File: src/common/pmw_cfg.svh
// Offsets, bit positions, reset values and timing counts of the power mode and watchdog block.
`ifndef PMW_CFG_SVH
`define PMW_CFG_SVH
`define PMW_ADR_PCTL 8'h00
`define PMW_ADR_WDC 8'h04
`define PMW_ADR_STAT 8'h08
`define PMW_PCTL_IDLE_BIT 0
`define PMW_PCTL_PD_BIT 1
`define PMW_WDC_RUN_BIT 7
`define PMW_WDC_CLR_BIT 6
`define PMW_WDC_RSTEN_BIT 5
`define PMW_WDC_IDLE_RUN_BIT 4
`define PMW_WDC_PS_MSB 2
`define PMW_WDC_PS_LSB 0
`define PMW_STAT_IDLE_BIT 0
`define PMW_STAT_PD_BIT 1
`define PMW_STAT_WDRST_BIT 2
`define PMW_STAT_PINRST_BIT 3
`define PMW_WDC_RESET 8'h00
`define PMW_RESET_VECTOR 16'h0000
`define PMW_RST_MIN_CLKS 24
`define PMW_CLKS_PER_MC 12
`endif

File: src/common/pmw_pkg.sv
// Types shared by the power mode and watchdog modules.
package pmw_pkg;
    typedef enum logic [1:0] {
        PMW_RUN,
        PMW_IDLE,
        PMW_PDOWN
    } pmw_mode_t;

    typedef logic [2:0] pmw_psel_t;

    // Prescaler terminal mask: a factor of two to the power of code plus one.
    function automatic logic [7:0] pmw_ps_mask(input pmw_psel_t code);
        pmw_ps_mask = 8'((9'h002 << code) - 9'h001);
    endfunction : pmw_ps_mask
endpackage : pmw_pkg

File: src/common/pmw_wd_if.sv
// Control and status bundle between the mode controller and the watchdog.
`timescale 1ns/1ps
interface pmw_wd_if;
    logic srst;
    logic run_en;
    logic clr;
    logic idle_run;
    logic rst_en;
    logic [2:0] psel;
    logic in_idle;
    logic halt;
    logic timeout;
    logic clr_done;

    modport ctl (output srst, run_en, clr, idle_run, rst_en, psel, in_idle, halt,
                 input timeout, clr_done);
    modport wd (input srst, run_en, clr, idle_run, rst_en, psel, in_idle, halt,
                output timeout, clr_done);
endinterface : pmw_wd_if

File: src/core/pmw_top.sv
// Power mode controller and watchdog with a classic Wishbone register port.
// What this block does
// - Idle bit write enters idle after it
// - Idle stops only processor clock, freezes state
// - Enabled interrupt in idle clears bit, wakes
// - Any reset also ends idle mode
// - Reset loads vector 0000h, resets special registers
// - Power-down bit write stops all clocks
// - Pins keep register values in power-down
// - Reset pin high ends power-down, restarts
// - Watchdog cannot end power-down
// - Enabled level external interrupt ends power-down
// - After wake, execution resumes past entry
// - Watchdog divider chain resets system on time-out
// - Any reset disables and clears watchdog
// - Watchdog runs only while enabled
// - Clear bit resets timer, prescaler, self-clears
// - Idle-run bit keeps watchdog alive in idle
// - Prescale factor is two to code plus one
// - Time-out is 2^14 times factor times 12
//
// The register addresses and register access over Wishbone were decided locally.
`timescale 1ns/1ps
`include "pmw_cfg.svh"
module pmw_top
    import pmw_pkg::*;
(
    input wire logic clk_sys,
    input wire logic arst_n,
    input wire logic wb_cyc_i,
    input wire logic wb_stb_i,
    input wire logic wb_we_i,
    input wire logic [7:0] wb_adr_i,
    input wire logic [3:0] wb_sel_i,
    input wire logic [31:0] wb_dat_i,
    output logic [31:0] wb_dat_o,
    output logic wb_ack_o,
    input wire logic rst_pin,
    input wire logic ext_int_pin,
    input wire logic irq_req,
    input wire logic ext_int_en,
    input wire logic global_interrupt_enable,
    input wire logic ext_int_level_mode,
    output logic cpu_clk_en,
    output logic periph_clk_en,
    output logic port_hold,
    output logic sfr_reset,
    output logic wake_pulse,
    output logic [15:0] reset_vector
);
    pmw_wd_if wdi ();

    ////////////////////////////////////////////////////////////////////////////
    // Reset sources.

    logic pin_rst;
    logic sys_rst_q;
    logic eint1_q;
    logic eint2_q;

    pmw_rst_filt u_filt (
        .clk_sys(clk_sys),
        .arst_n(arst_n),
        .rst_pin(rst_pin),
        .rst_valid(pin_rst)
    );

    pmw_wdog u_wdog (
        .clk_sys(clk_sys),
        .arst_n(arst_n),
        .wd(wdi)
    );

    // The interrupt pin is asynchronous, so it passes two flops first.
    always_ff @(posedge clk_sys or negedge arst_n) begin
        if (!arst_n) begin
            eint1_q <= 1'b0;
            eint2_q <= 1'b0;
        end else begin
            eint1_q <= ext_int_pin;
            eint2_q <= eint1_q;
        end
    end

    // System reset is the filtered pin or an enabled watchdog time-out.
    always_ff @(posedge clk_sys or negedge arst_n) begin
        if (!arst_n) begin
            sys_rst_q <= 1'b1;
        end else begin
            sys_rst_q <= pin_rst || (wdi.timeout && wdi.rst_en);
        end
    end

    ////////////////////////////////////////////////////////////////////////////
    // Wishbone slave; one wait state, every access answered, unmapped reads zero.

    logic ack_q;
    logic [31:0] dat_q;
    logic bus_req;
    logic wr_lane0;

    assign bus_req = wb_cyc_i && wb_stb_i && !ack_q;
    assign wr_lane0 = bus_req && wb_we_i && wb_sel_i[0];

    always_ff @(posedge clk_sys or negedge arst_n) begin
        if (!arst_n) begin
            ack_q <= 1'b0;
        end else begin
            ack_q <= bus_req;
        end
    end

    assign wb_ack_o = ack_q;
    assign wb_dat_o = dat_q;

    ////////////////////////////////////////////////////////////////////////////
    // Mode controller.

    pmw_mode_t mode_q;
    logic wr_pctl;
    logic pd_wake;
    logic idle_wake;

    assign wr_pctl = wr_lane0 && (wb_adr_i == `PMW_ADR_PCTL);
    // Only a level-mode, enabled external interrupt restarts the stopped oscillator.
    assign pd_wake = eint2_q && ext_int_en && global_interrupt_enable
                     && ext_int_level_mode;
    assign idle_wake = irq_req;

    // Entry takes effect after the writing access; power-down wins over idle.
    always_ff @(posedge clk_sys or negedge arst_n) begin
        if (!arst_n) begin
            mode_q <= PMW_RUN;
        end else if (sys_rst_q) begin
            mode_q <= PMW_RUN;
        end else begin
            unique case (mode_q)
                PMW_RUN: begin
                    if (wr_pctl && wb_dat_i[`PMW_PCTL_PD_BIT]) begin
                        mode_q <= PMW_PDOWN;
                    end else if (wr_pctl && wb_dat_i[`PMW_PCTL_IDLE_BIT]) begin
                        mode_q <= PMW_IDLE;
                    end
                end
                PMW_IDLE: begin
                    if (idle_wake) begin
                        mode_q <= PMW_RUN;
                    end
                end
                PMW_PDOWN: begin
                    if (pd_wake) begin
                        mode_q <= PMW_RUN;
                    end
                end
                default: begin
                    mode_q <= PMW_RUN;
                end
            endcase
        end
    end

    // Wake pulse tells the core to take the interrupt and then carry on past the entry.
    always_ff @(posedge clk_sys or negedge arst_n) begin
        if (!arst_n) begin
            wake_pulse <= 1'b0;
        end else begin
            wake_pulse <= !sys_rst_q && ((mode_q == PMW_IDLE && idle_wake)
                          || (mode_q == PMW_PDOWN && pd_wake));
        end
    end

    // Clock gates and freeze follow the mode; outputs come from flops.
    always_ff @(posedge clk_sys or negedge arst_n) begin
        if (!arst_n) begin
            cpu_clk_en <= 1'b0;
            periph_clk_en <= 1'b1;
            port_hold <= 1'b0;
        end else begin
            cpu_clk_en <= (mode_q == PMW_RUN) && !(wr_pctl && (wb_dat_i[1:0] != 2'b00));
            periph_clk_en <= !(mode_q == PMW_PDOWN || (mode_q == PMW_RUN && wr_pctl
                             && wb_dat_i[`PMW_PCTL_PD_BIT]));
            port_hold <= (mode_q != PMW_RUN) || (wr_pctl && (wb_dat_i[1:0] != 2'b00));
        end
    end

    // Reset vector and special-register reset are presented to the core.
    always_ff @(posedge clk_sys or negedge arst_n) begin
        if (!arst_n) begin
            sfr_reset <= 1'b1;
            reset_vector <= `PMW_RESET_VECTOR;
        end else begin
            sfr_reset <= sys_rst_q;
            reset_vector <= `PMW_RESET_VECTOR;
        end
    end

    ////////////////////////////////////////////////////////////////////////////
    // Watchdog control register.

    logic [7:0] wdc_q;
    logic wr_wdc;

    assign wr_wdc = wr_lane0 && (wb_adr_i == `PMW_ADR_WDC);

    // Any reset returns the watchdog to disabled; clear bit drops once served.
    always_ff @(posedge clk_sys or negedge arst_n) begin
        if (!arst_n) begin
            wdc_q <= `PMW_WDC_RESET;
        end else if (sys_rst_q) begin
            wdc_q <= `PMW_WDC_RESET;
        end else if (wr_wdc) begin
            wdc_q <= wb_dat_i[7:0];
            wdc_q[3] <= 1'b0;
        end else if (wdi.clr_done) begin
            wdc_q[`PMW_WDC_CLR_BIT] <= 1'b0;
        end
    end

    assign wdi.srst = sys_rst_q;
    assign wdi.run_en = wdc_q[`PMW_WDC_RUN_BIT];
    assign wdi.clr = wdc_q[`PMW_WDC_CLR_BIT];
    assign wdi.idle_run = wdc_q[`PMW_WDC_IDLE_RUN_BIT];
    assign wdi.rst_en = wdc_q[`PMW_WDC_RSTEN_BIT];
    assign wdi.psel = wdc_q[`PMW_WDC_PS_MSB:`PMW_WDC_PS_LSB];
    assign wdi.in_idle = (mode_q == PMW_IDLE);
    assign wdi.halt = (mode_q == PMW_PDOWN);

    ////////////////////////////////////////////////////////////////////////////
    // Reset cause flags; they survive the system reset and are write-one-to-clear.

    logic wdrst_q;
    logic pinrst_q;
    logic wr_stat;

    assign wr_stat = wr_lane0 && (wb_adr_i == `PMW_ADR_STAT);

    // A new event in the clearing cycle wins over the clear.
    always_ff @(posedge clk_sys or negedge arst_n) begin
        if (!arst_n) begin
            wdrst_q <= 1'b0;
            pinrst_q <= 1'b0;
        end else begin
            if (wdi.timeout && wdi.rst_en) begin
                wdrst_q <= 1'b1;
            end else if (wr_stat && wb_dat_i[`PMW_STAT_WDRST_BIT]) begin
                wdrst_q <= 1'b0;
            end
            if (pin_rst) begin
                pinrst_q <= 1'b1;
            end else if (wr_stat && wb_dat_i[`PMW_STAT_PINRST_BIT]) begin
                pinrst_q <= 1'b0;
            end
        end
    end

    // Read data is latched together with the acknowledge.
    always_ff @(posedge clk_sys or negedge arst_n) begin
        if (!arst_n) begin
            dat_q <= 32'h0000_0000;
        end else if (bus_req && !wb_we_i) begin
            unique case (wb_adr_i)
                `PMW_ADR_PCTL: dat_q <= {30'h0000_0000, mode_q == PMW_PDOWN,
                                         mode_q == PMW_IDLE};
                `PMW_ADR_WDC: dat_q <= {24'h00_0000, wdc_q};
                `PMW_ADR_STAT: dat_q <= {28'h000_0000, pinrst_q, wdrst_q,
                                         mode_q == PMW_PDOWN, mode_q == PMW_IDLE};
                default: dat_q <= 32'h0000_0000;
            endcase
        end
    end
endmodule : pmw_top

File: src/core/pmw_rst_filt.sv
// Reset pin synchroniser and minimum-width filter.
`timescale 1ns/1ps
`include "pmw_cfg.svh"
module pmw_rst_filt (
    input wire logic clk_sys,
    input wire logic arst_n,
    input wire logic rst_pin,
    output logic rst_valid
);
    localparam int MIN_CLKS = `PMW_RST_MIN_CLKS;

    logic sync1_q;
    logic sync2_q;
    logic [4:0] cnt_q;

    // Two flops before anything looks at the pin.
    always_ff @(posedge clk_sys or negedge arst_n) begin
        if (!arst_n) begin
            sync1_q <= 1'b0;
            sync2_q <= 1'b0;
        end else begin
            sync1_q <= rst_pin;
            sync2_q <= sync1_q;
        end
    end

    // Counts consecutive high samples; a glitch shorter than the window is ignored.
    always_ff @(posedge clk_sys or negedge arst_n) begin
        if (!arst_n) begin
            cnt_q <= 5'h00;
        end else if (!sync2_q) begin
            cnt_q <= 5'h00;
        end else if (cnt_q != 5'(MIN_CLKS)) begin
            cnt_q <= cnt_q + 5'h01;
        end
    end

    assign rst_valid = (cnt_q == 5'(MIN_CLKS)) && sync2_q;
endmodule : pmw_rst_filt

File: src/core/pmw_wdog.sv
// Watchdog: machine-cycle divider, selectable prescaler and 14-bit timer.
`timescale 1ns/1ps
`include "pmw_cfg.svh"
module pmw_wdog
    import pmw_pkg::*;
(
    input wire logic clk_sys,
    input wire logic arst_n,
    pmw_wd_if.wd wd
);
    logic [3:0] mc_q;
    logic [7:0] pre_q;
    logic [13:0] tmr_q;
    logic mc_tick;
    logic active;
    logic pre_tick;

    assign mc_tick = (mc_q == 4'(`PMW_CLKS_PER_MC - 1)) && !wd.halt;
    // Stopped clocks in power-down freeze everything, so no time-out can end it.
    assign active = wd.run_en && !wd.halt && !(wd.in_idle && !wd.idle_run);
    assign pre_tick = active && mc_tick
                      && ((pre_q & pmw_ps_mask(wd.psel)) == pmw_ps_mask(wd.psel));

    // Machine-cycle divider; twelve oscillator periods per count.
    always_ff @(posedge clk_sys or negedge arst_n) begin
        if (!arst_n) begin
            mc_q <= 4'h0;
        end else if (wd.srst) begin
            mc_q <= 4'h0;
        end else if (!wd.halt) begin
            mc_q <= mc_tick ? 4'h0 : mc_q + 4'h1;
        end
    end

    // Prescaler and timer; a clear lands on the next machine-cycle boundary.
    always_ff @(posedge clk_sys or negedge arst_n) begin
        if (!arst_n) begin
            pre_q <= 8'h00;
            tmr_q <= 14'h0000;
        end else if (wd.srst || (wd.clr && mc_tick)) begin
            pre_q <= 8'h00;
            tmr_q <= 14'h0000;
        end else if (active && mc_tick) begin
            pre_q <= pre_tick ? 8'h00 : pre_q + 8'h01;
            if (pre_tick) begin
                tmr_q <= tmr_q + 14'h0001;
            end
        end
    end

    assign wd.clr_done = wd.clr && mc_tick && !wd.srst;
    assign wd.timeout = pre_tick && (tmr_q == 14'h3fff) && !wd.clr && !wd.srst;
endmodule : pmw_wdog

File: config.mk
export PLATFORM = sky130hd
export DESIGN_NAME = pmw_top
export DESIGN_NICKNAME = d
export VERILOG_FILES = /design/src/common/pmw_pkg.sv /design/src/common/pmw_wd_if.sv /design/src/core/pmw_top.sv /design/src/core/pmw_rst_filt.sv /design/src/core/pmw_wdog.sv
export VERILOG_INCLUDE_DIRS = /design/src /design/src/common
export SDC_FILE = /design/constraint.sdc
export NUM_CORES = 1
export LEC_CHECK = 0
export BUFFER_PORTS_ARGS = -buffer_cell sky130_fd_sc_hd__buf_4
export CAP_MARGIN = 20
export CORE_UTILIZATION = 56
export CTS_BUF_LIST = sky130_fd_sc_hd__clkbuf_16
export DETAILED_ROUTE_END_ITERATION = 6
export HOLD_SLACK_MARGIN = 0.15
export PLACE_DENSITY = 0.95
export SETUP_SLACK_MARGIN = 0.02
export SLEW_MARGIN = 10
export SYNTH_ARGS = -nofsm -noshare
export SYNTH_HDL_FRONTEND = slang
export SYNTH_HIERARCHICAL = 1
export SYNTH_SLANG_ARGS = --single-unit
File: constraint.sdc
create_clock -name clk_sys -period 4.63 [get_ports clk_sys]
set_input_delay 0.926 -clock clk_sys [delete_from_list [all_inputs] [get_ports clk_sys]]
set_output_delay 0.926 -clock clk_sys [all_outputs]
set_load 0.005 [all_outputs]
==> flow_metrics.env <==
export IMPL_clk_pin_slew_ns=0.06
export IMPL_r2r_cells=8
export IMPL_rsz0062_at_grt="false"
export IMPL_place_gp_congestion=0.8120
export IMPL_post_cts_resized_instances=0
export IMPL_grt_antenna_before_repair=0
export IMPL_syn_cell_area_sq_um=3562
export IMPL_vias=2745
export IMPL_holdBufCountCts=0
export IMPL_hpwlAfterDp_mm=4.847
export IMPL_swShare=0.2630
export IMPL_crit_required_ns=4.87
export IMPL_syn_inst=355
export IMPL_cts_inserted_buffers=9
export IMPL_synth_seq_cells=61
export IMPL_min_path_type="flip-flop to flip-flop"
export IMPL_hold_ws_ns=0.3493
export IMPL_grt_pass1_wl_mm=12.34
export IMPL_end_kind="flip-flop"
export IMPL_cp_num_buf_inv=1
export IMPL_tightest_slew_ns=0.8625
export IMPL_cts_root_buf="clkbuf_16"
export IMPL_ant_nets=0
export IMPL_drt_iter0_drc=229
export IMPL_status="completed"
export IMPL_grt_pass1_vias=2688
export IMPL_finalHoldViolations=0
export IMPL_cpPeakStageDelay_ns=0.64
export IMPL_slew_viol_final=0
export IMPL_synth_cell_types=64
export IMPL_critPathKind="flip-flop to flip-flop"
export IMPL_fillers=437
export IMPL_yosysSeqAreaShare=0.4296
export IMPL_die_x_microns=81.76
export IMPL_synth_xor_area_frac=0.02213
export IMPL_clk_insertion_delay_late_ns=0.33
export IMPL_fin_nets=456
export IMPL_fmax_mhz=382.2
export IMPL_ctsLongestPathBuffers=2
export IMPL_crit_fanout=10
export IMPL_fin_skew_ns=0.006334
export IMPL_cts_htree_levels=3
export IMPL_grt_overflow=0
export IMPL_finalSetupTns_ns=0
export IMPL_drc=0
export IMPL_synth_fa_ha_area_frac=0.02107
export IMPL_portBuffers=41
export IMPL_cp_depth=8
export IMPL_syn_area_per_cell_sq_um=10.03
export IMPL_cts_setup_buffers=0
export IMPL_hold_depth=0
export IMPL_viasPerCell=5.779
export IMPL_synth_edf_count=0
export IMPL_fin_cells=475
export IMPL_rows=28
export IMPL_synth_compound_area_frac=0.1272
export IMPL_setup_viol=0
export IMPL_synthFlopType="dfrtp_1"
export IMPL_dr_pass1_iters=5
export IMPL_start_kind="flip-flop"
export IMPL_post_route_period_util=0.5651
export IMPL_yosysTopAreaCell="dfrtp_1"
export IMPL_wl_mm=7.494
export IMPL_power_density_nw_per_um2=356.7
export IMPL_synth_mux_area_fraction=0.03934
export IMPL_place_inst=457
export IMPL_maxCapViolCount=0
export IMPL_seq_power_share=0.427
export IMPL_cp_slowest_cell="a2111oi_2"
export IMPL_max_vdd_ir_drop_mv=0.3307
export IMPL_drive_gt1_frac=0.1950
export IMPL_core_area_sq_um=6026
export IMPL_grt_max_degree=62
export IMPL_synth_area_leaders="dfrtp_1 41%, buf_4 8.9%, mux2i_1 3.9%"
export IMPL_cts_sinks=61
export IMPL_grtUsageTotal=0.2464
export IMPL_clkPwrFrac=0.452
export IMPL_cts_tree="yes"
export IMPL_crit_chain="nor3_1 > inv_1 > ha_1 > xor2_1 > a2111oi_2 > and3b_1 > nand2_1 > a41oi_1"
export IMPL_die_area_sq_um=6684
export IMPL_synth_warning_count=6
export IMPL_critical_path_arrival_ns=2.86
export IMPL_yosysTopAreaCellShare=0.4074
export IMPL_synth_top_family_by_area="simple AND/OR/NAND/NOR gates"
export IMPL_power_frac_comb=0.121
export IMPL_start_util=0.5912
export IMPL_p_leak_nw=1.825
export IMPL_path_delay_family="compound AO/OA/AOI/OAI gates"
export IMPL_synthTopCellsByCount="58 x dfrtp_1, 42 x buf_4, 24 x nand2_1"
export IMPL_synth_simple_area_share=0.2452
export IMPL_period_needed_ns=2.616
export IMPL_async_reset_ff_frac=1.000
export IMPL_intPower_mw=1.064
export IMPL_ios=109
export IMPL_die_h_microns=81.76
export IMPL_wl_per_cell_microns=15.78
export IMPL_antenna_cells=0
export IMPL_slew_headroom=0.4250
export IMPL_syn_to_final_growth_pct=13.66
export IMPL_yosysMostFrequentCell="dfrtp_1"
export IMPL_switchingPower_mw=0.3799
## registers in the layout, indices dropped and copies added (netlist names), 2 cells and up
signal,count
wdc_q,7
u_filt/cnt_q,5
u_wdog/tmr_q,14
u_wdog/pre_q,8
u_wdog/mc_q,4
wb_dat_o,8
mode_q,2
## through the flow
stage	area [sq um]	worst slack [ns]	utilization	power [mW]
2_1_floorplan	3709	2.230	-	0.7534
3_3_place_gp	3744	1.738	0.6213	0.7808
3_5_place_dp	3744	1.662	0.6213	0.7935
4_1_cts	4036	1.944	0.6699	1.447
5_1_grt	4049	1.846	0.6719	1.505
6_report	4049	2.014	0.6719	1.444
## placed cells by master (no fill, tap or decap), types with 3 or more instances in the layout
master	n
nand4bb_1	4
o21ai_0	5
dfrtp_1	58
nand2b_1	20
a21oi_1	17
mux2i_1	14
nor3_1	4
ha_1	6
o31ai_1	9
and2_1	4
nor2b_1	3
a41oi_1	3
dfstp_2	3
nand2_1	24
inv_1	12
conb_1	40
and3_1	5
or4_1	8
nand4_1	8
o211ai_1	3
nor2_1	18
xnor2_1	3
nor4b_1	3
a22o_2	4
nor4_1	4
nand3b_1	3
o41ai_1	4
nand3_1	10
xor2_1	6
clkbuf_16	9
buf_4	42
## worst paths after layout
kind                                     startpoint                          end  slack [ns]
setup / recovery               wdc_q[2]$_DFFE_PN0P_          wdrst_q$_DFFE_PN0P_        2.01
max in group asynchronous                    arst_n  u_filt/cnt_q[1]$_DFFE_PN0P_        3.45
min in group asynchronous                    arst_n            eint1_q$_DFF_PN0_        0.67
setup reg to reg               wdc_q[2]$_DFFE_PN0P_          wdrst_q$_DFFE_PN0P_        2.01
hold reg to reg            u_filt/sync1_q$_DFF_PN0_     u_filt/sync2_q$_DFF_PN0_        0.35
hold / removal             u_filt/sync1_q$_DFF_PN0_     u_filt/sync2_q$_DFF_PN0_        0.35
## power groups by stage
stage	Sequential [mW]	Clock, mW	Combinational (mW)
global placement	0.620	0	0.161
CTS	0.615	0.658	0.174
detailed placement	0.623	0	0.170
finish	0.617	0.653	0.174
global route	0.623	0.684	0.198
floorplan	0.612	0	0.141
## final cells by class
cell class / instances / area (sq um) / share of cell area
Inverter: 11 / 41.29 / 0.01020
Tap cell: 75 / 93.84 / 0.02318
Clock inverter: 7 / 67.56 / 0.01669
Clock buffer: 9 / 225.2 / 0.05562
Timing Repair Buffer: 43 / 320.3 / 0.07911
Sequential cell: 61 / 1530 / 0.3779
Multi-Input combinational cell: 269 / 1770 / 0.4373
## cell families (layout without fill, tap and decap cells)
kind of cell / after synthesis / in the layout
xor+xnor: 9 / 9
simple gates: 138 / 138
other cells: 1 / 40
compound gates: 62 / 62
mux: 14 / 14
fa+ha+maj: 6 / 6
flops: 61 / 61
buf+inv: 64 / 70
## layer usage
| layer | vias up | part of all wire | wire (microns) | GRT usage |
|---|---|---|---|---|
| met5 | - | 0 | 0 | 0 |
| met4 | 0 | 0.018 | 133 | 0.1070 |
| met3 | 16 | 0.053 | 397 | 0.07111 |
| met2 | 90 | 0.52 | 3901 | 0.4174 |
| met1 | 1348 | 0.41 | 3061 | 0.2890 |
| li1 | 1291 | - | - | - |
Power figures use the tool's default switching activity.
